$ cat src/rtl/s8bc_pkg.sv
// package: constants and coding tables for the serial 8b/10b codec
package s8bc_pkg;

	// character geometry
	localparam int          S8BC_CHAR_BITS = 10;
	localparam int          S8BC_BYTE_BITS = 8;
	localparam logic [3:0]  S8BC_LAST_BIT  = 4'h9;

	// transmit buffer shape
	localparam int          S8BC_FIFO_DEPTH = 16;
	localparam int          S8BC_FIFO_WIDTH = 9;

	// running disparity encoding and reset value
	localparam logic        S8BC_RD_NEG = 1'b0;
	localparam logic        S8BC_RD_POS = 1'b1;

	// the two control characters used on the link
	localparam logic [7:0]  S8BC_CTRL_COMMA = 8'hBC;
	localparam logic [7:0]  S8BC_CTRL_ALIGN = 8'h7C;

	// six-bit code of the control characters at negative disparity
	localparam logic [4:0]  S8BC_K28_X  = 5'h1C;
	localparam logic [5:0]  S8BC_K28_6B = 6'h0F;

	// special sub-block patterns
	localparam logic [5:0]  S8BC_POS_6B = 6'h07;
	localparam logic [5:0]  S8BC_NEG_6B = 6'h38;
	localparam logic [3:0]  S8BC_POS_4B = 4'h3;
	localparam logic [3:0]  S8BC_NEG_4B = 4'hC;

	// upper three bits all ones, and the alternate code for them
	localparam logic [2:0]  S8BC_Y7    = 3'h7;
	localparam logic [3:0]  S8BC_ALT4  = 4'h7;

	// six-bit codes abcdei for negative disparity, indexed by EDCBA
	localparam logic [5:0]  S8BC_TBL6 [32] = '{
		6'h27, 6'h1D, 6'h2D, 6'h31, 6'h35, 6'h29, 6'h19, 6'h38,
		6'h39, 6'h25, 6'h15, 6'h34, 6'h0D, 6'h2C, 6'h1C, 6'h17,
		6'h1B, 6'h23, 6'h13, 6'h32, 6'h0B, 6'h2A, 6'h1A, 6'h3A,
		6'h33, 6'h26, 6'h16, 6'h36, 6'h0E, 6'h2E, 6'h1E, 6'h2B};

	// four-bit codes fghj for negative disparity, indexed by HGF
	localparam logic [3:0]  S8BC_TBL4 [8] = '{
		4'hB, 4'h9, 4'h5, 4'hC, 4'hD, 4'hA, 4'h6, 4'hE};

endpackage

$ cat src/rtl/s8bc_codec.sv
// module: byte-wide 8b/10b encoder, serializer, deserializer and decoder
`timescale 1ns/1ps
`default_nettype none
module s8bc_codec
	import s8bc_pkg::*;
(
	// clock and reset
	input  wire logic       CLK,
	input  wire logic       RESET,
	// link reinit, power-state or diagnostic exit, one-cycle pulse
	input  wire logic       LINK_REINIT,
	// transmit byte stream from framing logic
	input  wire logic       TX_VALID,
	output logic            TX_READY,
	input  wire logic [7:0] TX_BYTE,
	input  wire logic       TX_IS_CTRL,
	output logic            TX_CTRL_ERR,
	// serial transmit toward the pin, first bit a
	output logic            TX_SERIAL,
	output logic            TX_SERIAL_VALID,
	// serial receive pin, one bit per clock
	input  wire logic       RX_SERIAL,
	// decoded receive stream
	output logic            RX_VALID,
	output logic      [7:0] RX_BYTE,
	output logic            RX_IS_CTRL,
	output logic            RX_CODE_ERR,
	output logic            RX_DISP_ERR
);

	////////////////////////////////////////////////////////////////////////
	// sub-block disparity and coding functions

	function automatic logic rd6_after(input logic [5:0] s,
	                                   input logic       rd);
		int n;
		n = $countones(s);
		if (n > 3 || s == S8BC_POS_6B) begin
			return S8BC_RD_POS;
		end else if (n < 3 || s == S8BC_NEG_6B) begin
			return S8BC_RD_NEG;
		end
		return rd;
	endfunction

	function automatic logic rd4_after(input logic [3:0] s,
	                                   input logic       rd);
		int n;
		n = $countones(s);
		if (n > 2 || s == S8BC_POS_4B) begin
			return S8BC_RD_POS;
		end else if (n < 2 || s == S8BC_NEG_4B) begin
			return S8BC_RD_NEG;
		end
		return rd;
	endfunction

	// returns {ending disparity, abcdei, fghj}
	function automatic logic [10:0] enc10(input logic [7:0] b,
	                                      input logic       k,
	                                      input logic       rd);
		logic [5:0] s6;
		logic [3:0] s4;
		logic       r6;
		logic       alt;
		s6 = k ? S8BC_K28_6B : S8BC_TBL6[b[4:0]];
		// complement unbalanced codes at positive start; 111000 becomes 000111
		if (rd && ($countones(s6) != 3 || s6 == S8BC_NEG_6B)) begin
			s6 = ~s6;
		end
		r6  = rd6_after(s6, rd);
		alt = !k && (b[7:5] == S8BC_Y7) &&
		      ((r6 && !s6[1] && !s6[0]) || (!r6 && s6[1] && s6[0]));
		s4  = alt ? S8BC_ALT4 : S8BC_TBL4[b[7:5]];
		if (r6 && ($countones(s4) != 2 || s4 == S8BC_NEG_4B)) begin
			s4 = ~s4;
		end
		return {rd4_after(s4, r6), s6, s4};
	endfunction

	// returns {found, is_ctrl, HGF, EDCBA}, both polarities searched
	function automatic logic [9:0] dec10(input logic [9:0] c);
		logic [5:0] t6;
		logic [3:0] t4;
		logic       f6;
		logic       f4;
		logic       k;
		logic [4:0] x;
		logic [2:0] y;
		f6 = 1'b0;
		f4 = 1'b0;
		k  = 1'b0;
		x  = '0;
		y  = '0;
		for (int i = 0; i < 32; i++) begin
			t6 = S8BC_TBL6[i];
			if (c[9:4] == t6 || (c[9:4] == ~t6 &&
			    ($countones(t6) != 3 || t6 == S8BC_NEG_6B))) begin
				f6 = 1'b1;
				x  = 5'(i);
			end
		end
		if (c[9:4] == S8BC_K28_6B || c[9:4] == ~S8BC_K28_6B) begin
			f6 = 1'b1;
			k  = 1'b1;
			x  = S8BC_K28_X;
		end
		for (int j = 0; j < 8; j++) begin
			t4 = S8BC_TBL4[j];
			if (c[3:0] == t4 || (c[3:0] == ~t4 &&
			    ($countones(t4) != 2 || t4 == S8BC_NEG_4B))) begin
				f4 = 1'b1;
				y  = 3'(j);
			end
		end
		if (c[3:0] == S8BC_ALT4 || c[3:0] == ~S8BC_ALT4) begin
			f4 = 1'b1;
			y  = S8BC_Y7;
		end
		return {f6 && f4, k, y, x};
	endfunction

	////////////////////////////////////////////////////////////////////////
	// transmit buffer

	logic [8:0] fifo_data;
	logic       fifo_valid;
	logic       load;

	s8bc_fifo #(
		.WIDTH (S8BC_FIFO_WIDTH),
		.DEPTH (S8BC_FIFO_DEPTH)
	) u_fifo (
		.clk       (CLK),
		.reset     (RESET),
		.in_valid  (TX_VALID),
		.in_ready  (TX_READY),
		.in_data   ({TX_IS_CTRL, TX_BYTE}),
		.out_valid (fifo_valid),
		.out_ready (load),
		.out_data  (fifo_data)
	);

	////////////////////////////////////////////////////////////////////////
	// encoder and serializer

	logic       tx_rd_reg;
	logic [9:0] tx_shift_reg;
	logic [3:0] tx_cnt_reg;
	logic       tx_busy_reg;
	logic       tx_ser_reg;
	logic       tx_cerr_reg;

	wire        tx_k      = fifo_data[8];
	wire  [7:0] tx_b      = fifo_data[7:0];
	wire        ctrl_ok   = (tx_b == S8BC_CTRL_COMMA) ||
	                        (tx_b == S8BC_CTRL_ALIGN);
	wire        tx_k_used = tx_k && ctrl_ok;
	wire [10:0] enc       = enc10(tx_b, tx_k_used, tx_rd_reg);
	wire  [9:0] enc_code  = enc[9:0];
	wire        last_bit  = (tx_cnt_reg == S8BC_LAST_BIT);

	assign load = fifo_valid && (!tx_busy_reg || last_bit);

	always_ff @(posedge CLK or posedge RESET) begin
		if (RESET) begin
			tx_rd_reg <= S8BC_RD_NEG;
		end else if (LINK_REINIT) begin
			tx_rd_reg <= S8BC_RD_NEG;
		end else if (load) begin
			tx_rd_reg <= enc[10];
		end
	end

	always_ff @(posedge CLK or posedge RESET) begin
		if (RESET) begin
			tx_shift_reg <= '0;
			tx_ser_reg   <= 1'b0;
		end else if (load) begin
			tx_shift_reg <= {enc_code[8:0], 1'b0};
			tx_ser_reg   <= enc_code[9];
		end else begin
			tx_shift_reg <= {tx_shift_reg[8:0], 1'b0};
			tx_ser_reg   <= tx_shift_reg[9];
		end
	end

	always_ff @(posedge CLK or posedge RESET) begin
		if (RESET) begin
			tx_cnt_reg  <= '0;
			tx_busy_reg <= 1'b0;
			tx_cerr_reg <= 1'b0;
		end else begin
			tx_cnt_reg  <= load ? '0 : tx_cnt_reg + 4'h1;
			tx_busy_reg <= load || (tx_busy_reg && !last_bit);
			tx_cerr_reg <= load && tx_k && !ctrl_ok;
		end
	end

	assign TX_SERIAL       = tx_ser_reg;
	assign TX_SERIAL_VALID = tx_busy_reg;
	assign TX_CTRL_ERR     = tx_cerr_reg;

	AST_LOAD_SERIAL: assert property (@(posedge CLK) disable iff (RESET)
		load |=> TX_SERIAL_VALID [*8])
		else $error("serial output stopped inside a character");
	AST_FIRST_BIT_A: assert property (@(posedge CLK) disable iff (RESET)
		load |=> TX_SERIAL == $past(enc_code[9]))
		else $error("first serial bit is not bit a");
	AST_NEUTRAL_4A: assert property (@(posedge CLK) disable iff (RESET)
		load && !tx_k && tx_b == 8'h4A |-> enc_code == 10'h155)
		else $error("byte 4A not coded as alternating pattern");
	AST_SPECIAL_6B: assert property (@(posedge CLK) disable iff (RESET)
		load && enc_code[9:4] == S8BC_POS_6B |-> tx_rd_reg)
		else $error("000111 emitted at negative disparity");
	AST_CHAR_BALANCE: assert property (@(posedge CLK) disable iff (RESET)
		load |-> $countones(enc_code) >= 4 && $countones(enc_code) <= 6)
		else $error("character disparity beyond two");
	AST_RD_FLIP: assert property (@(posedge CLK) disable iff (RESET)
		load && !LINK_REINIT && $countones(enc_code) != 5
		|=> tx_rd_reg != $past(tx_rd_reg))
		else $error("unbalanced character left disparity unchanged");
	AST_TX_RD_INIT: assert property (@(posedge CLK) disable iff (RESET)
		LINK_REINIT |=> tx_rd_reg == S8BC_RD_NEG)
		else $error("transmit disparity not negative after reinit");

	////////////////////////////////////////////////////////////////////////
	// receive synchroniser and deserializer

	logic       rx_meta_reg;
	logic       rx_sync_reg;
	logic [8:0] rx_shift_reg;
	logic [3:0] rx_cnt_reg;
	logic [9:0] rx_char_reg;
	logic       rx_stb_reg;

	always_ff @(posedge CLK or posedge RESET) begin
		if (RESET) begin
			rx_meta_reg <= 1'b0;
			rx_sync_reg <= 1'b0;
		end else begin
			rx_meta_reg <= RX_SERIAL;
			rx_sync_reg <= rx_meta_reg;
		end
	end

	always_ff @(posedge CLK or posedge RESET) begin
		if (RESET) begin
			rx_shift_reg <= '0;
			rx_cnt_reg   <= '0;
			rx_char_reg  <= '0;
			rx_stb_reg   <= 1'b0;
		end else begin
			rx_shift_reg <= {rx_shift_reg[7:0], rx_sync_reg};
			rx_cnt_reg   <= (rx_cnt_reg == S8BC_LAST_BIT || LINK_REINIT) ?
			                '0 : rx_cnt_reg + 4'h1;
			rx_stb_reg   <= (rx_cnt_reg == S8BC_LAST_BIT) && !LINK_REINIT;
			if (rx_cnt_reg == S8BC_LAST_BIT) begin
				rx_char_reg <= {rx_shift_reg, rx_sync_reg};
			end
		end
	end

	////////////////////////////////////////////////////////////////////////
	// decoder and receive disparity

	logic       rx_rd_reg;
	logic       rx_known_reg;
	logic       rx_valid_reg;
	logic [7:0] rx_byte_reg;
	logic       rx_k_reg;
	logic       rx_cerr_reg;
	logic       rx_derr_reg;

	wire  [9:0] dec       = dec10(rx_char_reg);
	wire        dec_found = dec[9];
	wire        dec_k     = dec[8];
	wire  [7:0] dec_byte  = {dec[7:5], dec[4:0]};
	wire        dec_k_ok  = !dec_k || dec_byte == S8BC_CTRL_COMMA ||
	                        dec_byte == S8BC_CTRL_ALIGN;
	wire [10:0] exp_neg   = enc10(dec_byte, dec_k, S8BC_RD_NEG);
	wire [10:0] exp_pos   = enc10(dec_byte, dec_k, S8BC_RD_POS);
	wire        hit_neg   = exp_neg[9:0] == rx_char_reg;
	wire        hit_pos   = exp_pos[9:0] == rx_char_reg;
	wire        code_err  = !dec_found || !dec_k_ok ||
	                        (!hit_neg && !hit_pos);
	wire        hit_cur   = rx_rd_reg ? hit_pos : hit_neg;
	wire        disp_err  = !code_err && rx_known_reg && !hit_cur;
	// unknown start takes whichever polarity the character fits
	wire        rd_start  = rx_known_reg ? rx_rd_reg :
	                        (!hit_neg && hit_pos);
	wire        rd_mid    = rd6_after(rx_char_reg[9:4], rd_start);
	wire        rd_end    = rd4_after(rx_char_reg[3:0], rd_mid);

	always_ff @(posedge CLK or posedge RESET) begin
		if (RESET) begin
			rx_rd_reg    <= S8BC_RD_NEG;
			rx_known_reg <= 1'b0;
		end else if (LINK_REINIT) begin
			rx_known_reg <= 1'b0;
		end else if (rx_stb_reg) begin
			rx_rd_reg    <= rd_end;
			rx_known_reg <= 1'b1;
		end
	end

	always_ff @(posedge CLK or posedge RESET) begin
		if (RESET) begin
			rx_valid_reg <= 1'b0;
			rx_byte_reg  <= '0;
			rx_k_reg     <= 1'b0;
			rx_cerr_reg  <= 1'b0;
			rx_derr_reg  <= 1'b0;
		end else begin
			rx_valid_reg <= rx_stb_reg;
			if (rx_stb_reg) begin
				rx_byte_reg <= dec_byte;
				rx_k_reg    <= dec_k;
				rx_cerr_reg <= code_err;
				rx_derr_reg <= disp_err;
			end
		end
	end

	assign RX_VALID    = rx_valid_reg;
	assign RX_BYTE     = rx_byte_reg;
	assign RX_IS_CTRL  = rx_k_reg;
	assign RX_CODE_ERR = rx_cerr_reg;
	assign RX_DISP_ERR = rx_derr_reg;

	AST_RX_GROUP: assert property (@(posedge CLK) disable iff (RESET)
		rx_stb_reg |=> RX_VALID ##1 !RX_VALID [*8])
		else $error("received characters not ten bits apart");
	AST_RX_CTRL: assert property (@(posedge CLK) disable iff (RESET)
		RX_VALID && RX_IS_CTRL && !RX_CODE_ERR
		|-> RX_BYTE == S8BC_CTRL_COMMA || RX_BYTE == S8BC_CTRL_ALIGN)
		else $error("unused control code accepted");
	AST_RX_FLAGS: assert property (@(posedge CLK) disable iff (RESET)
		RX_VALID && RX_CODE_ERR |-> !RX_DISP_ERR)
		else $error("violation and disparity error together");
	AST_RX_FIRST: assert property (@(posedge CLK) disable iff (RESET)
		rx_stb_reg && !rx_known_reg && !LINK_REINIT |=> !RX_DISP_ERR)
		else $error("disparity error on first character");

endmodule // s8bc_codec
`default_nettype wire

$ cat src/rtl/s8bc_fifo.sv
// module: parameterised valid/ready FIFO in the transmit data path
`timescale 1ns/1ps
`default_nettype none
module s8bc_fifo
	import s8bc_pkg::*;
#(
	parameter int WIDTH = S8BC_FIFO_WIDTH,
	parameter int DEPTH = S8BC_FIFO_DEPTH
) (
	// clock and reset
	input  wire logic             clk,
	input  wire logic             reset,
	// filling side
	input  wire logic             in_valid,
	output logic                  in_ready,
	input  wire logic [WIDTH-1:0] in_data,
	// draining side
	output logic                  out_valid,
	input  wire logic             out_ready,
	output logic      [WIDTH-1:0] out_data
);
	localparam int PW = $clog2(DEPTH);
	localparam int CW = $clog2(DEPTH + 1);
	localparam logic [CW-1:0] FULL_CNT = CW'(DEPTH);
	localparam logic [PW-1:0] LAST_PTR = PW'(DEPTH - 1);

	logic [WIDTH-1:0] mem [DEPTH];
	logic [PW-1:0]    wr_ptr_reg;
	logic [PW-1:0]    rd_ptr_reg;
	logic [CW-1:0]    count_reg;
	logic [CW-1:0]    count_next;
	logic             ready_reg;
	wire              push = in_valid && ready_reg;
	wire              pop  = out_ready && (count_reg != '0);

	assign in_ready   = ready_reg;
	assign out_valid  = (count_reg != '0);
	assign out_data   = mem[rd_ptr_reg];
	assign count_next = count_reg + CW'(push) - CW'(pop);

	always_ff @(posedge clk) begin
		if (push) begin
			mem[wr_ptr_reg] <= in_data;
		end
	end

	always_ff @(posedge clk or posedge reset) begin
		if (reset) begin
			wr_ptr_reg <= '0;
			rd_ptr_reg <= '0;
			count_reg  <= '0;
			ready_reg  <= 1'b1;
		end else begin
			if (push) begin
				wr_ptr_reg <= (wr_ptr_reg == LAST_PTR) ? '0 : wr_ptr_reg + 1'b1;
			end
			if (pop) begin
				rd_ptr_reg <= (rd_ptr_reg == LAST_PTR) ? '0 : rd_ptr_reg + 1'b1;
			end
			count_reg <= count_next;
			ready_reg <= (count_next != FULL_CNT);
		end
	end
endmodule // s8bc_fifo
`default_nettype wire

$ cat config.mk
export PLATFORM = sky130hd
export DESIGN_NAME = s8bc_codec
export DESIGN_NICKNAME = d
export VERILOG_FILES = /design/src/rtl/s8bc_pkg.sv /design/src/rtl/s8bc_codec.sv /design/src/rtl/s8bc_fifo.sv
export SDC_FILE = /design/constraint.sdc
export NUM_CORES = 1
export LEC_CHECK = 0
export BUFFER_PORTS_ARGS = -buffer_cell sky130_fd_sc_hd__buf_2
export CAP_MARGIN = 20
export CORE_MARGIN = 2
export CORE_UTILIZATION = 55
export DETAILED_ROUTE_END_ITERATION = 8
export PLACE_DENSITY_LB_ADDON = 0.25
export RECOVER_POWER = 100
export SLEW_MARGIN = 20
export SYNTH_ARGS = -nofsm -noshare
export SYNTH_HDL_FRONTEND = slang
export SYNTH_SLANG_ARGS = --single-unit
$ cat constraint.sdc
create_clock -name CLK -period 13.2 [get_ports CLK]
set_clock_uncertainty 0.2 [all_clocks]
set_input_delay 1.32 -clock CLK [delete_from_list [all_inputs] [get_ports CLK]]
set_output_delay 1.32 -clock CLK [all_outputs]
set_load 0.02 [all_outputs]
=== Word level (Yosys, flattened, before mapping) ===
Memories as Yosys holds them, arrays and structs flattened.
Cells that the tools add are included.

* Add/sub/neg operators: 46
* Equality and inequality tests: 93
* Bitwise logic cells: 10
* Order comparisons: 16
* Muxes and demuxes: 145
* Reductions and logical operators: 107

{| class="wikitable"
|+ Operator list
! kind !! count
|-
| 6-bit equality test (second input constant) || 28
|-
| 5-bit 2-to-1 mux || 27
|-
| 6-bit by 5-bit equality test with 1-bit output (second input constant) || 14
|-
| 1-bit 2-to-1 mux || 84
|-
| 4-bit equality test (second input constant) || 15
|-
| 4-bit 2-to-1 mux || 14
|-
| 1-bit by 1-bit adder with 2-bit output || 25
|-
| 1-bit logical OR || 48
|-
| 6-bit 2-to-1 mux || 8
|-
| 6-bit by 4-bit equality test with 1-bit output (second input constant) || 7
|-
| 6-bit by 3-bit equality test with 1-bit output (second input constant) || 6
|-
| 1-bit logical AND || 34
|-
| 32-bit by 3-bit greater-than comparator with 1-bit output (second input constant) || 1
|-
| 32-bit by 3-bit less-than comparator with 1-bit output (second input constant) || 1
|-
| 2-bit by 2-bit adder with 3-bit output || 10
|-
| 3-bit 2-to-1 mux || 9
|-
| 1-bit logical NOT || 21
|-
| 3-bit by 2-bit adder with 4-bit output || 5
|-
| 10-bit equality test || 2
|-
| 4-bit by 1-bit adder with 4-bit output (second input constant) || 4
|-
| 4-bit by 3-bit equality test with 1-bit output (second input constant) || 4
|-
| 8-bit by 7-bit equality test with 1-bit output (second input constant) || 2
|-
| 8-bit equality test (second input constant) || 2
|-
| 4-bit by 2-bit equality test with 1-bit output (second input constant) || 3
|-
| other kinds (24) || 43
|}

* Bits in writable memories: 144
* Input port bits: 14
* Word-level logic and storage cells: 445
* Memories: 5
* Output and inout bits: 16
* Bits in read-only memories: 448
* Register bits after elaboration: 72

{| class="wikitable"
|+ Memory list
! name !! depth !! bits a word !! read ports !! clocked after Yosys merged registers in !! write ports !! RTL line !! text
|-
| (name not given) || 32 || 6 || 1 || 0 || 0 || s8bc_codec.sv:66 || <nowiki>s6 = k ? S8BC_K28_6B : S8BC_TBL6[b[4:0]];</nowiki>
|-
| (name not given) || 32 || 6 || 1 || 0 || 0 || s8bc_codec.sv:66 ||
|-
| u_fifo.mem || 16 || 9 || 1 || 0 || 1 || s8bc_fifo.sv:27 || <nowiki>logic [WIDTH-1:0] mem [DEPTH];</nowiki>
|-
| (name not given) || 8 || 4 || 1 || 0 || 0 || s8bc_codec.sv:74 || <nowiki>s4 = alt ? S8BC_ALT4 : S8BC_TBL4[b[7:5]];</nowiki>
|-
| (name not given) || 8 || 4 || 1 || 0 || 0 || s8bc_codec.sv:74 ||
|}

=== Longest topological paths before layout ===
Gate-level depths: netlist of the first run.

* Word-level depth: 72
* Gate-level depth with buffers: 50
* Depth with buffers taken out: 48

=== By module ===
Synthesis of the first run repeated with hierarchy kept, for this count alone.

* Cells, all modules: 1074
* Area total of the unflattened synthesis: 12615.8 um^2

{| class="wikitable"
|+ Modules (own cells, without submodules)
! module !! times used !! sequential area each (um^2) !! cells an instance !! area each (um^2)
|-
| s8bc_fifo || 1 || 4675.7 || 350 || 6446.2
|-
| s8bc_codec || 1 || 1426.4 || 724 || 6169.7
|}

=== Least setup slack after synthesis of the first run ===
No wires, ideal clock.

* Path kind: register -> register
* Start point: register u_fifo.rd_ptr_reg[0]
* End point: register tx_rd_reg
* Slack: 2.883 ns
* Arrival time: 9.980 ns
* Cell stages (with the launch flop): 44
* Path buffers: 4
* Data required time: 12.863 ns
* Setup time: 0.137 ns
* Period minus slack after synthesis: 10.317 ns
* Cell sequence: dfrtp_1 -> buf_2 -> buf_4 -> mux4_2 -> mux2_2 -> o21ai_0 -> inv_1 -> ha_1 -> a211oi_1 -> inv_1 -> fa_1 -> fa_1 -> ha_1 -> fa_1 -> nand3b_1 -> nand2_1 -> inv_1 -> a41oi_1 -> [8 not listed] -> fa_1 -> and3_1 -> o211a_1 -> nor3_2 -> xnor2_1 -> mux2i_1 -> and2_1 -> buf_2 -> nor2_1 -> nor2_1 -> nor2_1 -> ha_1 -> or3_1 -> ha_1 -> nor3b_1 -> o21ai_0 -> a2111oi_0 -> nor4_1

* Cells in the longest elaborated chain, start to end: 42
* Elaborated cells between the ends (all ways): 77
* Those cells by class: add/sub: 16; order compare: 4; eq/ne: 11; mux: 18; bitwise: 4; reduce/logical: 21; memory: 3

{| class="wikitable"
|+ Ends and longest elaborated chain
! what !! RTL line !! text
|-
| start, declared || s8bc_fifo.sv:29 || <nowiki>logic [PW-1:0] rd_ptr_reg;</nowiki>
|-
| start signal, assigned || s8bc_fifo.sv:58 || <nowiki>rd_ptr_reg <= (rd_ptr_reg == LAST_PTR) ? '0 : rd_ptr_reg + 1'b1;</nowiki>
|-
| memory 16 x 9 bit * || -- ||
|-
| 5-bit inverter with 6-bit output (implied by the code) || s8bc_codec.sv:66 ||
|-
| memory 32 x 6 bit || -- ||
|-
| 6-bit 2-to-1 mux (implied by the code) (2 in series) || s8bc_codec.sv:66 ||
|-
| 6-bit 2-to-1 mux || s8bc_codec.sv:66 ||
|-
| 1-bit by 1-bit adder with 2-bit output (implied by the code) || s8bc_codec.sv:68 || <nowiki>if (rd && ($countones(s6) != 3 || s6 == S8BC_NEG_6B)) begin</nowiki>
|-
| 2-bit by 2-bit adder with 3-bit output (implied by the code) || s8bc_codec.sv:68 ||
|-
| 3-bit by 2-bit adder with 4-bit output (implied by the code) || s8bc_codec.sv:68 ||
|-
| [25 not listed] || -- ||
|-
| 2-bit by 2-bit adder with 3-bit output (implied by the code) || s8bc_codec.sv:49 || <nowiki>n = $countones(s);</nowiki>
|-
| 3-bit by 2-bit less-than comparator with 1-bit output || s8bc_codec.sv:52 || <nowiki>end else if (n < 2 || s == S8BC_NEG_4B) begin</nowiki>
|-
| 1-bit logical OR || s8bc_codec.sv:52 ||
|-
| 1-bit 2-to-1 mux || s8bc_codec.sv:52 ||
|-
| 1-bit 2-to-1 mux || s8bc_codec.sv:50 || <nowiki>if (n > 2 || s == S8BC_POS_4B) begin</nowiki>
|-
| 1-bit 2-to-1 mux * || s8bc_codec.sv:55 || <nowiki>return rd;</nowiki>
|-
| 1-bit 2-to-1 mux * || s8bc_codec.sv:170 || <nowiki>end else if (load) begin</nowiki>
|-
| 1-bit 2-to-1 mux * || s8bc_codec.sv:168 || <nowiki>end else if (LINK_REINIT) begin</nowiki>
|-
| end signal, assigned || s8bc_codec.sv:171 || <nowiki>tx_rd_reg <= enc[10];</nowiki>
|-
| end, declared || s8bc_codec.sv:147 || <nowiki>logic tx_rd_reg;</nowiki>
|}

Mark *: on every way between the ends. The rest lies on a longest branch, timed or not. The select of a mux whose other input is x is not followed.
A chain may end at the register's enable or synchronous reset.

=== Worst setup path in the final report of the first run ===
Same ends and word-level chain as after synthesis.

==> results.txt, run 1 <==
----------------------------------------------------
[Drt]
  DRC marker count from the first detailed-route iteration ... 768
  Count of unresolved DRC violations after routing ... 0
  Mean number of vias per cell ... 6.026
  Routed len/inst ... 19.06 um
  Drt total wl ... 26280 um
  DR pass1 iterations ... 5
  Total number of vias ... 8310
  Final ANT Viol Nets ... 0

[Outcome]
  Violated checks ... capacitance limit, slew limit
  Status ... complete, but fails checks

[Die]
  Number of top-level pins ... 30
  Core area ... 0.02250 mm^2
  Initial Utilization ... 55.80%
  Die span in y ... 155.1 um
  Chip Width ... 155.1 um
  Number of standard-cell rows in the floorplan ... 55
  Area enclosed by the die boundary ... 0.02406 mm^2

[Global routing]
  Wire length of the first global-routing pass ... 42460 um
  Total overflow reported by the global router ... 0
  Via count of the first global-routing pass ... 7984
  Number of antenna violations at the first check in global routing ... 0
  Largest net degree at the start of global routing ... 63
  Total routing resource utilization after global routing ... 22.11%

[Critical path]
  Worst path most repeated cell ... sky130_fd_sc_hd__ha_1
  Kind of cell adding the most delay to the critical path ... adder cells
  Required time at the endpoint of the critical path ... 13400 ps
  Arrival time of data at the critical path endpoint ... 11820 ps
  Cell with the largest stage delay on the worst path ... sky130_fd_sc_hd__dfrtp_2
  Crit. End Element ... flop
  WS Path Type ... flop to flop
  Maximum single-stage delay on the critical path ... 790 ps
  Startpoint class of the critical path ... flop
  Buffering stage count on the worst path with inverters included ... 7
  Worst-path fanout max ... 21

[Clocking]
  Cts bufs inserted ... 25
  Total clock sinks ... 215
  Buffer depth of the longest clock path ... 3
  Clock latency reported for the late side of the worst-skew pair ... 540 ps
  Post-CTS sizing ... 0
  Post-CTS clock slew at the launch and capture registers of the worst setup and hold paths ... 60 ps
  Clock H-tree levels ... 1
  CTS Hold Bufs ... 0
  Root buffer cell ... sky130_fd_sc_hd__clkbuf_16
  Setup fix buffers added after clock tree synthesis ... 0
  CTS tree ... done

[Synth]
  Number of synthesized flops with an enable pin ... 144
  Number of unique standard cell types used by synthesis ... 101
  Mean Syn Cell Area ... 11.85 um^2
  Commonest register cell after synthesis ... sky130_fd_sc_hd__edfxtp_1
  Flip-flop and latch count after synthesis ... 215
  Total of warnings raised by yosys ... 0
  Sequential fraction of the synthesis area ... 48.60%
  Synthesized netlist cell count ... 1060
  Async SR Flop Fraction ... 33.02%
  Post-synthesis net count ... 1159
  Combined area of all synthesized cells ... 0.01256 mm^2

[Min path]
  Worst min path class ... flop to flop

[Run]
  Count of max-cap constraint violations ... 1

[Place]
  Global placement routability congestion ... 0.8850
  Final HPWL from detailed placement ... 17790 um
  Placed Cells incl. Taps ... 1334
  Number of buffers added on ports ... 29

[Timing]
  Normalized max-slew margin ... -134.1%
  Crit path time final ... 11620 ps
  Setup repair after global routing missed its margin ... no
  Worst Hold Margin ... 157.8 ps
  Final critical-path share of the clock period ... 88.05%
  Highest achievable clock rate ... 0.08604 GHz
  Final max-slew violation count ... 63
  Fin Setup TNS ... 0 ps
  Count of endpoints failing hold in the final timing report ... 0
  Slew at the pin closest to its max-slew limit ... 3512 ps
  Total of endpoints with negative setup slack in the final report ... 0

[Cells and area]
  Leading cell type in the layout, fill and taps excluded ... sky130_fd_sc_hd__edfxtp_1
  Filler cell count in the final layout ... 1787
  Commonest cells after routing, fill and taps aside ... 144 x sky130_fd_sc_hd__edfxtp_1, 90 x sky130_fd_sc_hd__nand2_1, 87 x sky130_fd_sc_hd__nor2_1, 73 x sky130_fd_sc_hd__inv_1
  Final Net Count ... 1175
  Flip-flop count of the largest register after layout ... 144
  Number of standard cells in the layout, taps in and fillers out ... 1379
  Layout cell share with drive strength beyond 1 ... 11.52%
  Share of the core filled with cells ... 60.22%
  Post-synthesis to final-layout area growth ... 7.921%
  Antenna cells ... 0

[Power and ir drop]
  Worst IR drop on VDD ... 0.0001988 V
  Cell Pwr Density ... 249.3 mW/mm^2
  Sum of internal, switching and leakage power ... 0.003379 W
  Leakage Power ... 5.204 nW

----------------------------------------------------
per-layer routing:
metal | vias to the layer above | wire length [um] | track usage, %
li1 | 3954 | - | -
met1 | 4075 | 12320 | 32.89
met2 | 257 | 12010 | 34.92
met3 | 22 | 1604 | 3.259
met4 | 2 | 305 | 4.541
met5 | - | 37 | 1.242
stage by stage:
| stage | cell area, um^2 | setup WS (ps) |
|---|---|---|
| floorplan | 12560 | 2883 |
| global placement | 12870 | 1928 |
| detailed placement | 12870 | 1748 |
| CTS | 13630 | 1715 |
| global route | 13550 | 564.9 |
| finish | 13550 | 1577 |
kinds of logic (layout without fill, tap and decap cells):
group / Yosys count / count (layout) / synth area share [%]
buffers and inverters: 128 / 162 / 4.504
AND/OR/NAND/NOR: 329 / 329 / 13.51
multiplexers: 72 / 72 / 10.26
adder cells (fa/ha/maj): 86 / 86 / 9.566
AO/OA/AOI/OAI: 194 / 194 / 11.05
flip-flops: 215 / 215 / 48.60
XOR/XNOR: 36 / 36 / 2.511
worst paths after layout:
check                      cells past startpoint                  from              endpoint  slack [ps]
max in group asynchronous                      3                 RESET  u_fifo.rd_ptr_reg[0]        8330
setup / recovery                              42  u_fifo.rd_ptr_reg[0]             tx_rd_reg        1580
min in group asynchronous                      2                 RESET       tx_shift_reg[5]         560
setup reg to reg                              42  u_fifo.rd_ptr_reg[0]             tx_rd_reg        1580
hold reg to reg                                0           rx_meta_reg           rx_sync_reg         160
hold / removal                                 0           rx_meta_reg           rx_sync_reg         160
where the power goes:
group | internal (W) | leakage (nW) | switching, W
clock network | 0.000359 | 0.360 | 0.000280
registers | 0.000809 | 2.20 | 0.0000748
logic | 0.000821 | 2.64 | 0.00103
synth_stat cells (all sizes together) (4+ instances only):
library cell	n	share of area, %
nor3b	8	0.48
nand3b	7	0.42
nor4	7	0.35
xnor2	30	2.1
o211ai	9	0.69
or2	9	0.45
nand4	10	0.55
o21ai	46	1.9
or3	10	0.54
inv	75	2.2
nor2	88	2.7
nand3	23	0.92
mux4	44	7.9
nand2	91	2.8
a2111oi	4	0.28
a21oi	43	1.8
and3	8	0.44
o31ai	8	0.59
clkbuf	23	0.72
edfxtp	144	34
and2	7	0.37
mux2i	20	1.6
nor2b	8	0.42
nand2b	12	0.60
xor2	6	0.42
nor3	20	0.92
fa	17	2.7
or4	4	0.27
o22ai	8	0.40
a221oi	4	0.42
a21o	5	0.30
ha	68	6.8
a22oi	4	0.24
mux2	8	0.78
o22a	6	0.42
dfrtp	70	14
a31oi	11	0.60
a211oi	4	0.24
buf	30	1.5
final cells by class:
type / instances / area (um^2) / area share (%)
multi-input combinational: 717 / 5872 / 43.33
sequential: 215 / 6105 / 45.05
tap: 285 / 356.6 / 2.631
clock buffer: 32 / 661.9 / 4.884
clock inverter: 13 / 97.59 / 0.7202
inverter: 75 / 282.8 / 2.087
timing repair buffer: 42 / 176.4 / 1.302
worst reg2reg max path: cells and delay by family (launching register included):
family | cells | cell delay (ps)
fa+ha+maj | 11 | 3770
mux | 3 | 930
simple gates | 13 | 2060
xor+xnor | 1 | 180
flops | 1 | 790
compound gates | 7 | 2000
buf+inv | 7 | 1560
Power figures use the tool's default switching activity.
==> run 2: changes to the inputs <==
--- a/config.mk
+++ b/config.mk
@@ -7,7 +7,6 @@
 export LEC_CHECK = 0
 export BUFFER_PORTS_ARGS = -buffer_cell sky130_fd_sc_hd__buf_2
 export CAP_MARGIN = 20
-export CORE_MARGIN = 2
 export CORE_UTILIZATION = 55
 export DETAILED_ROUTE_END_ITERATION = 8
 export PLACE_DENSITY_LB_ADDON = 0.25
==> run 2 against run 1 <==
Net effect:
- worst setup slack worse by 120 ps
- first-iteration DRC count is 9.8% lower
- via count is 0.82% higher
- global-route usage is 1.8 points higher
- flip-flop and latch count stayed put
- maximum frequency is 1.0% lower
- cell count is 0.51% lower
- combinational power hardly changed
- the run still ends with capacitance limit, slew limit left
- power is 0.65% lower
- sequential share of layout area is 0.17 points higher
==> results.txt, run 2 (synthesized netlist as in run 1, its figures left out) <==
----------------------------------------------------
[Clocking]
  Post-CTS sizing ... 0 (unchanged)
  Root buffer cell ... sky130_fd_sc_hd__clkbuf_16
  Post-CTS clock slew at the launch and capture registers of the worst setup and hold paths ... 60 ps (about the same)
  Setup fix buffers added after clock tree synthesis ... 0 (unchanged)
  CTS Hold Bufs ... 0 (unchanged)
  Clock latency reported for the late side of the worst-skew pair ... 530 ps (about the same)
  Clock H-tree levels ... 1 (unchanged)
  Cts bufs inserted ... 23 (-8.0%)
  CTS tree ... done
  Total clock sinks ... 215 (unchanged)
  Buffer depth of the longest clock path ... 3 (unchanged)

[Drt]
  Total number of vias ... 8378 (+0.82%)
  Routed len/inst ... 19.86 um (+4.2%)
  Drt total wl ... 27250 um (+3.7%)
  Count of unresolved DRC violations after routing ... 0 (unchanged)
  Final ANT Viol Nets ... 0 (unchanged)
  DRC marker count from the first detailed-route iteration ... 693 (-9.8%)
  DR pass1 iterations ... 5 (unchanged)
  Mean number of vias per cell ... 6.106 (+1.3%)

[Timing]
  Final max-slew violation count ... 63 (unchanged)
  Final critical-path share of the clock period ... 88.97% (+0.92 points)
  Setup repair after global routing missed its margin ... no
  Normalized max-slew margin ... -139.2% (-5.1 points)
  Slew at the pin closest to its max-slew limit ... 3589 ps (+76.57 ps)
  Fin Setup TNS ... 0 ps (unchanged)
  Count of endpoints failing hold in the final timing report ... 0 (unchanged)
  Crit path time final ... 11740 ps (+121.2 ps)
  Total of endpoints with negative setup slack in the final report ... 0 (unchanged)
  Highest achievable clock rate ... 0.08515 GHz (-1.0%)

[Critical path]
  Maximum single-stage delay on the critical path ... 850 ps (+60 ps)
  Buffering stage count on the worst path with inverters included ... 6 (-1)
  Cell with the largest stage delay on the worst path ... sky130_fd_sc_hd__dfrtp_1
  Required time at the endpoint of the critical path ... 13380 ps (-20 ps)
  Worst-path fanout max ... 29 (+38%)
  CP Depth ... 41 (-2.4%)
  WS Path Type ... flop to flop
  Arrival time of data at the critical path endpoint ... 11920 ps (+100 ps)
  Worst path most repeated cell ... sky130_fd_sc_hd__ha_1
  Crit. End Element ... flop
  Startpoint class of the critical path ... flop
  Kind of cell adding the most delay to the critical path ... adder cells
  Worst Reg-to-Reg Cells ... 41 (-2.4%)

[Global routing]
  Total overflow reported by the global router ... 0 (unchanged)
  Wire length of the first global-routing pass ... 44120 um (+3.9%)
  Total routing resource utilization after global routing ... 23.89% (+1.8 points)
  Number of antenna violations at the first check in global routing ... 0 (unchanged)
  Via count of the first global-routing pass ... 8135 (+1.9%)
  Largest net degree at the start of global routing ... 63 (unchanged)

[Power and ir drop]
  Net switching power ... 0.001384 W (-0.41%)
  Register share of total power ... 26.4% (+0.2 points)
  Portion of total power attributed to the clock network ... 18.1% (-0.8 points)
  Leakage Power ... 5.196 nW (-0.16%)
  Switching Share ... 41.23% (+0.10 points)
  Relative contribution of combinational cells to total power ... 55.5% (+0.6 points)
  Cell Pwr Density ... 248.7 mW/mm^2 (-0.25%)
  Cell-internal power ... 0.001973 W (-0.82%)
  Worst IR drop on VDD ... 0.0001985 V (-0.13%)

[Die]
  Initial Utilization ... 56.84% (+1.0 points)
  Chip Width ... 153.1 um (-1.3%)
  Number of top-level pins ... 30 (unchanged)
  Number of standard-cell rows in the floorplan ... 54 (-1.8%)
  Core area ... 0.02209 mm^2 (-1.8%)
  Die span in y ... 153.1 um (-1.3%)
  Area enclosed by the die boundary ... 0.02344 mm^2 (-2.6%)

[Outcome]
  Violated checks ... capacitance limit, slew limit
  Status ... complete, but fails checks

[Cells and area]
  Share of the core filled with cells ... 61.09% (+0.87 points)
  Antenna cells ... 0 (unchanged)
  Leading cell type in the layout, fill and taps excluded ... sky130_fd_sc_hd__edfxtp_1
  Number of standard cells in the layout, taps in and fillers out ... 1372 (-0.51%)
  Layout cell share with drive strength beyond 1 ... 11.17% (-0.35 points)
  Commonest cells after routing, fill and taps aside ... 144 x sky130_fd_sc_hd__edfxtp_1, 90 x sky130_fd_sc_hd__nand2_1, 87 x sky130_fd_sc_hd__nor2_1, 73 x sky130_fd_sc_hd__inv_1, 69 x sky130_fd_sc_hd__dfrtp_1
  Filler cell count in the final layout ... 1708 (-4.4%)
  Post-synthesis to final-layout area growth ... 7.483%
  Flip-flop count of the largest register after layout ... 144 (unchanged)
  Final Net Count ... 1174 (-0.085%)

[Place]
  Global placement routability congestion ... 0.8595 (-2.9%)
  Number of buffers added on ports ... 29 (unchanged)
  Placed Cells incl. Taps ... 1330 (-0.30%)
  Final HPWL from detailed placement ... 18120 um (+1.9%)

[Min path]
  Worst min path class ... flop to flop
  Cell count of the worst hold path ... 0 (unchanged)

[Run]
  Count of max-cap constraint violations ... 1 (unchanged)

----------------------------------------------------
==> run 2: path summary, 6_finish.rpt <==
kind                                      startpoint               to  slack (ps)
worst max-delay path            u_fifo.rd_ptr_reg[0]        tx_rd_reg        1460
worst min-delay path                     rx_meta_reg      rx_sync_reg         160
worst max register to register  u_fifo.rd_ptr_reg[0]        tx_rd_reg        1460
worst min register to register           rx_meta_reg      rx_sync_reg         160
max in group asynchronous                      RESET   rx_char_reg[6]        8240
min in group asynchronous                      RESET  tx_shift_reg[4]         580
==> run 2: stage by stage <==
step                setup WS, ps  power (W)  hold WS [ps]  area, um^2
floorplan                   2883   0.002364         131.2       12560
global placement            1970   0.002703         154.1       12880
detailed placement          1843   0.002776         141.8       12880
CTS                         1799   0.003400         166.8       13590
global route               450.4   0.003687         177.9       13500
finish                      1456   0.003357         162.3       13500
==> run 2: cell type report <==
class	instances	area (um^2)	area share (%)
clock inverter	7	61.31	0.4543
timing repair buffer	43	180.2	1.335
tap	280	350.3	2.596
multi-input combinational	717	5868	43.48
sequential	215	6103	45.22
inverter	75	282.8	2.095
clock buffer	35	650.6	4.821
==> run 2: power by group through the flow <==
stage	clock, W	combinational [W]	sequential [W]
2_1_floorplan	0	0.00151	0.000858
3_3_place_gp	0	0.00181	0.000893
3_5_place_dp	0	0.00188	0.000897
4_1_cts	0.000621	0.00189	0.000886
5_1_grt	0.000643	0.00215	0.000897
6_report	0.000609	0.00186	0.000885
==> run 2: layer usage <==
layer  vias up  GRT usage, %  wire (um)
met5         -             0          0
met4         0         4.666        412
met3        35         3.686       1749
met2       273         37.92      12570
met1      4129         35.10      12520
li1       3941             -          -
==> run 3: changes to the inputs <==
==> constraint.sdc (replaced) <==
create_clock -name CLK -period 10.8 [get_ports CLK]
set_clock_uncertainty 0.2 [all_clocks]
set_input_delay 1.08 -clock CLK [delete_from_list [all_inputs] [get_ports CLK]]
set_output_delay 1.08 -clock CLK [all_outputs]
set_load 0.02 [all_outputs]
==> run 3 against run 2 <==
Net effect:
- the run still ends with capacitance limit, slew limit left
- power up 28%
- non-clock buffer count up 34
- die area unchanged
- register-to-register slack worse by 1000 ps
- combinational power up 32%
- sequential share of layout area down 1.4 points
- global-route usage down 0.89 points
- first-iteration DRC count down 17%
- core utilization up 2.0 points
- via count up 1.4%
- sequential power up 20%
- largest power group unchanged
==> results.txt, run 3 (synthesized netlist as in run 1, its figures left out) <==
----------------------------------------------------
[Outcome]
  Status ... complete, but fails checks
  Violated checks ... capacitance limit, slew limit

[Critical path]
  Required time at the endpoint of the critical path ... 11000 ps (-2380 ps)
  Cell with the largest stage delay on the worst path ... sky130_fd_sc_hd__or4_4
  Worst setup slack for register-to-register paths ... 410 ps (-1040 ps)
  Terminus of the critical flop-to-flop path ... RX_DISP_ERR
  Arrival time of data at the critical path endpoint ... 10590 ps (-1330 ps)
  Crit. End Element ... flop
  Startpoint class of the critical path ... flop
  WS Path Type ... flop to flop
  RR Startpoint ... rx_char_reg[4]
  Worst Reg-to-Reg Cells ... 45 (+9.8%)
  Maximum single-stage delay on the critical path ... 570 ps (-280 ps)
  Worst-path fanout max ... 5 (-83%)

[Global routing]
  Wire length of the first global-routing pass ... 42880 um (-2.8%)
  Total routing resource utilization after global routing ... 23.00% (-0.89 points)
  Number of antenna violations at the first check in global routing ... 0 (unchanged)
  Largest net degree at the start of global routing ... 72 (+14%)
  Total overflow reported by the global router ... 0 (unchanged)
  Via count of the first global-routing pass ... 8276 (+1.7%)

[Timing]
  Total of endpoints with negative setup slack in the final report ... 0 (unchanged)
  Slew at the pin closest to its max-slew limit ... 4116 ps (+527.4 ps)
  Final max-slew violation count ... 72 (+14%)
  Crit path time final ... 10390 ps (-1357 ps)
  Highest achievable clock rate ... 0.09627 GHz (+13%)
  Normalized max-slew margin ... -174.4% (-35 points)
  Final critical-path share of the clock period ... 96.18% (+7.2 points)
  Count of endpoints failing hold in the final timing report ... 0 (unchanged)
  Setup repair after global routing missed its margin ... yes

[Die]
  Number of top-level pins ... 30 (unchanged)
  Area enclosed by the die boundary ... 0.02344 mm^2 (unchanged)
  Initial Utilization ... 56.84% (unchanged)
  Die span in y ... 153.1 um (unchanged)
  Chip Width ... 153.1 um (unchanged)
  Number of standard-cell rows in the floorplan ... 54 (unchanged)
  Core area ... 0.02209 mm^2 (unchanged)

[Min path]
  Startpoint of the tightest hold check path ... rx_meta_reg
  Cell count of the worst hold path ... 0 (unchanged)
  Worst min path class ... flop to flop
  Worst hold path endpoint ... rx_sync_reg

[Drt]
  Length of routed wiring on met1 ... 12120 um (-3.2%)
  Highest layer used for signal routing ... met4
  Routed len/inst ... 18.80 um (-5.3%)
  Total number of vias ... 8499 (+1.4%)
  Met3 wire length ... 1334 um (-24%)
  Drt total wl ... 26420 um (-3.0%)
  Mean number of vias per cell ... 6.049 (-0.94%)
  Final ANT Viol Nets ... 0 (unchanged)
  Count of unresolved DRC violations after routing ... 0 (unchanged)
  Wire length on met2 ... 12400 um (-1.3%)
  DRC marker count from the first detailed-route iteration ... 573 (-17%)
  DR pass1 iterations ... 7 (+2)

[Cells and area]
  Flip-flop count of the largest register after layout ... 144 (unchanged)
  Filler cell count in the final layout ... 1665 (-2.5%)
  Antenna cells ... 0 (unchanged)
  Leading cell type in the layout, fill and taps excluded ... sky130_fd_sc_hd__edfxtp_1
  Final Net Count ... 1208 (+2.9%)
  Commonest cells after routing, fill and taps aside ... 144 x sky130_fd_sc_hd__edfxtp_1, 90 x sky130_fd_sc_hd__nand2_1, 86 x sky130_fd_sc_hd__nor2_1, 71 x sky130_fd_sc_hd__inv_1
  Area taken by multi-input logic gates ... 0.005978 mm^2 (+1.9%)
  Number of standard cells in the layout, taps in and fillers out ... 1405 (+2.4%)
  Layout cell share with drive strength beyond 1 ... 16.62% (+5.5 points)
  Post-synthesis to final-layout area growth ... 11.07%
  Storage cell area ... 0.006113 mm^2 (+0.16%)

[Place]
  Final HPWL from detailed placement ... 18310 um (+1.0%)
  Number of buffers added on ports ... 29 (unchanged)
  Placed Cells incl. Taps ... 1344 (+1.1%)
  Global placement routability congestion ... 0.9150 (+6.5%)

[Power and ir drop]
  Relative contribution of combinational cells to total power ... 57.3% (+1.8 points)
  Cell-internal power ... 0.002552 W (+29%)
  Portion of total power attributed to the clock network ... 17.9% (-0.2 points)
  Leakage Power ... 5.406 nW (+4.1%)
  Sum of internal, switching and leakage power ... 0.004280 W (+28%)
  Worst IR drop on VDD ... 0.0002932 V (+48%)
  Cell Pwr Density ... 306.9 mW/mm^2 (+23%)
  Net switching power ... 0.001728 W (+25%)
  Register share of total power ... 24.8% (-1.6 points)
  Switching Share ... 40.38% (-0.85 points)

[Run]
  Count of max-cap constraint violations ... 1 (unchanged)

[Clocking]
  Cts bufs inserted ... 23 (unchanged)
  Buffer depth of the longest clock path ... 3 (unchanged)
  Root buffer cell ... sky130_fd_sc_hd__clkbuf_16
  Post-CTS clock slew at the launch and capture registers of the worst setup and hold paths ... 70 ps (about the same)
  CTS Hold Bufs ... 0 (unchanged)
  Clock H-tree levels ... 1 (unchanged)
  Clock latency reported for the late side of the worst-skew pair ... 530 ps (about the same)
  Total clock sinks ... 215 (unchanged)
  CTS tree ... done

----------------------------------------------------
-- run 3: cell types whose count changed in the layout (fill, tap and decap cells not counted), moves of 3 or more --
cell                       delta
sky130_fd_sc_hd__buf_4       +35
sky130_fd_sc_hd__clkbuf_1    -12
sky130_fd_sc_hd__clkinv_1     +6
sky130_fd_sc_hd__dfrtp_1      -6
sky130_fd_sc_hd__dfrtp_2      +5
sky130_fd_sc_hd__ha_1         -5
sky130_fd_sc_hd__buf_12       +3
sky130_fd_sc_hd__clkbuf_8     -3
sky130_fd_sc_hd__ha_4         +3
-- run 3: cell type report --
type | instances | share of cell area, %
Timing Repair Buffer | 77 | 3.553
Sequential cell | 215 | 43.83
Multi-Input combinational cell | 717 | 42.86
Clock inverter | 16 | 1.032
Tap cell | 280 | 2.512
Clock buffer | 25 | 4.181
Inverter | 75 | 2.027
-- run 3: power by group through the flow --
stage | sequential [W] | clock, W | combinational, W
6_report | 0.00106 | 0.000768 | 0.00245
5_1_grt | 0.00107 | 0.000807 | 0.00279
4_1_cts | 0.00107 | 0.000781 | 0.00241
3_5_place_dp | 0.00108 | 0 | 0.00239
3_3_place_gp | 0.00108 | 0 | 0.00230
2_1_floorplan | 0.00105 | 0 | 0.00184
-- run 3: per-stage QoR --
stage	cell area [um^2]	TNS, ps	utilization [%]	hold WS [ps]	setup WS, ps
floorplan	12560	0	-	131.2	482.5
global placement	13010	0	58.87	145.0	37.90
detailed placement	13010	-25.07	58.87	146.9	-25.07
CTS	13740	0	62.18	168.5	35.60
global route	13950	-123.1	63.13	176.0	-73.64
finish	13950	0	63.13	162.9	412.7
-- run 3: what timing repair did --
item                                    CTS  global route
gates resized for setup                   2            30
pin swaps                                 0             4
setup buffers                             0            20
endpoints found under the setup margin    1             4
-- run 3: routing by layer --
metal	vias up	GRT usage, %
li1	4013	-
met1	4202	33.23
met2	239	36.83
met3	45	2.949
met4	0	6.157
met5	-	0
-- run 3: worst max-delay path: cells and delay by family, from the launching register on --
family | cells | cell delay, ps
adders and majority gates | 13 | 4530
and+or+nand+nor | 10 | 2100
AOI/OAI and AO/OA | 11 | 1720
buffers and inverters | 9 | 770
DFF | 1 | 460
muxes | 2 | 460
-- run 3: worst max path at each step --
stage / startpoint / end / depth (start not counted)
floorplan: u_fifo.rd_ptr_reg[0] / tx_rd_reg / 43
global placement: rx_char_reg[5] / RX_DISP_ERR / 45
detailed placement: rx_char_reg[4] / RX_DISP_ERR / 45
CTS: rx_char_reg[4] / RX_DISP_ERR / 45
global route: rx_char_reg[5] / RX_DISP_ERR / 46
finish: rx_char_reg[4] / RX_DISP_ERR / 45
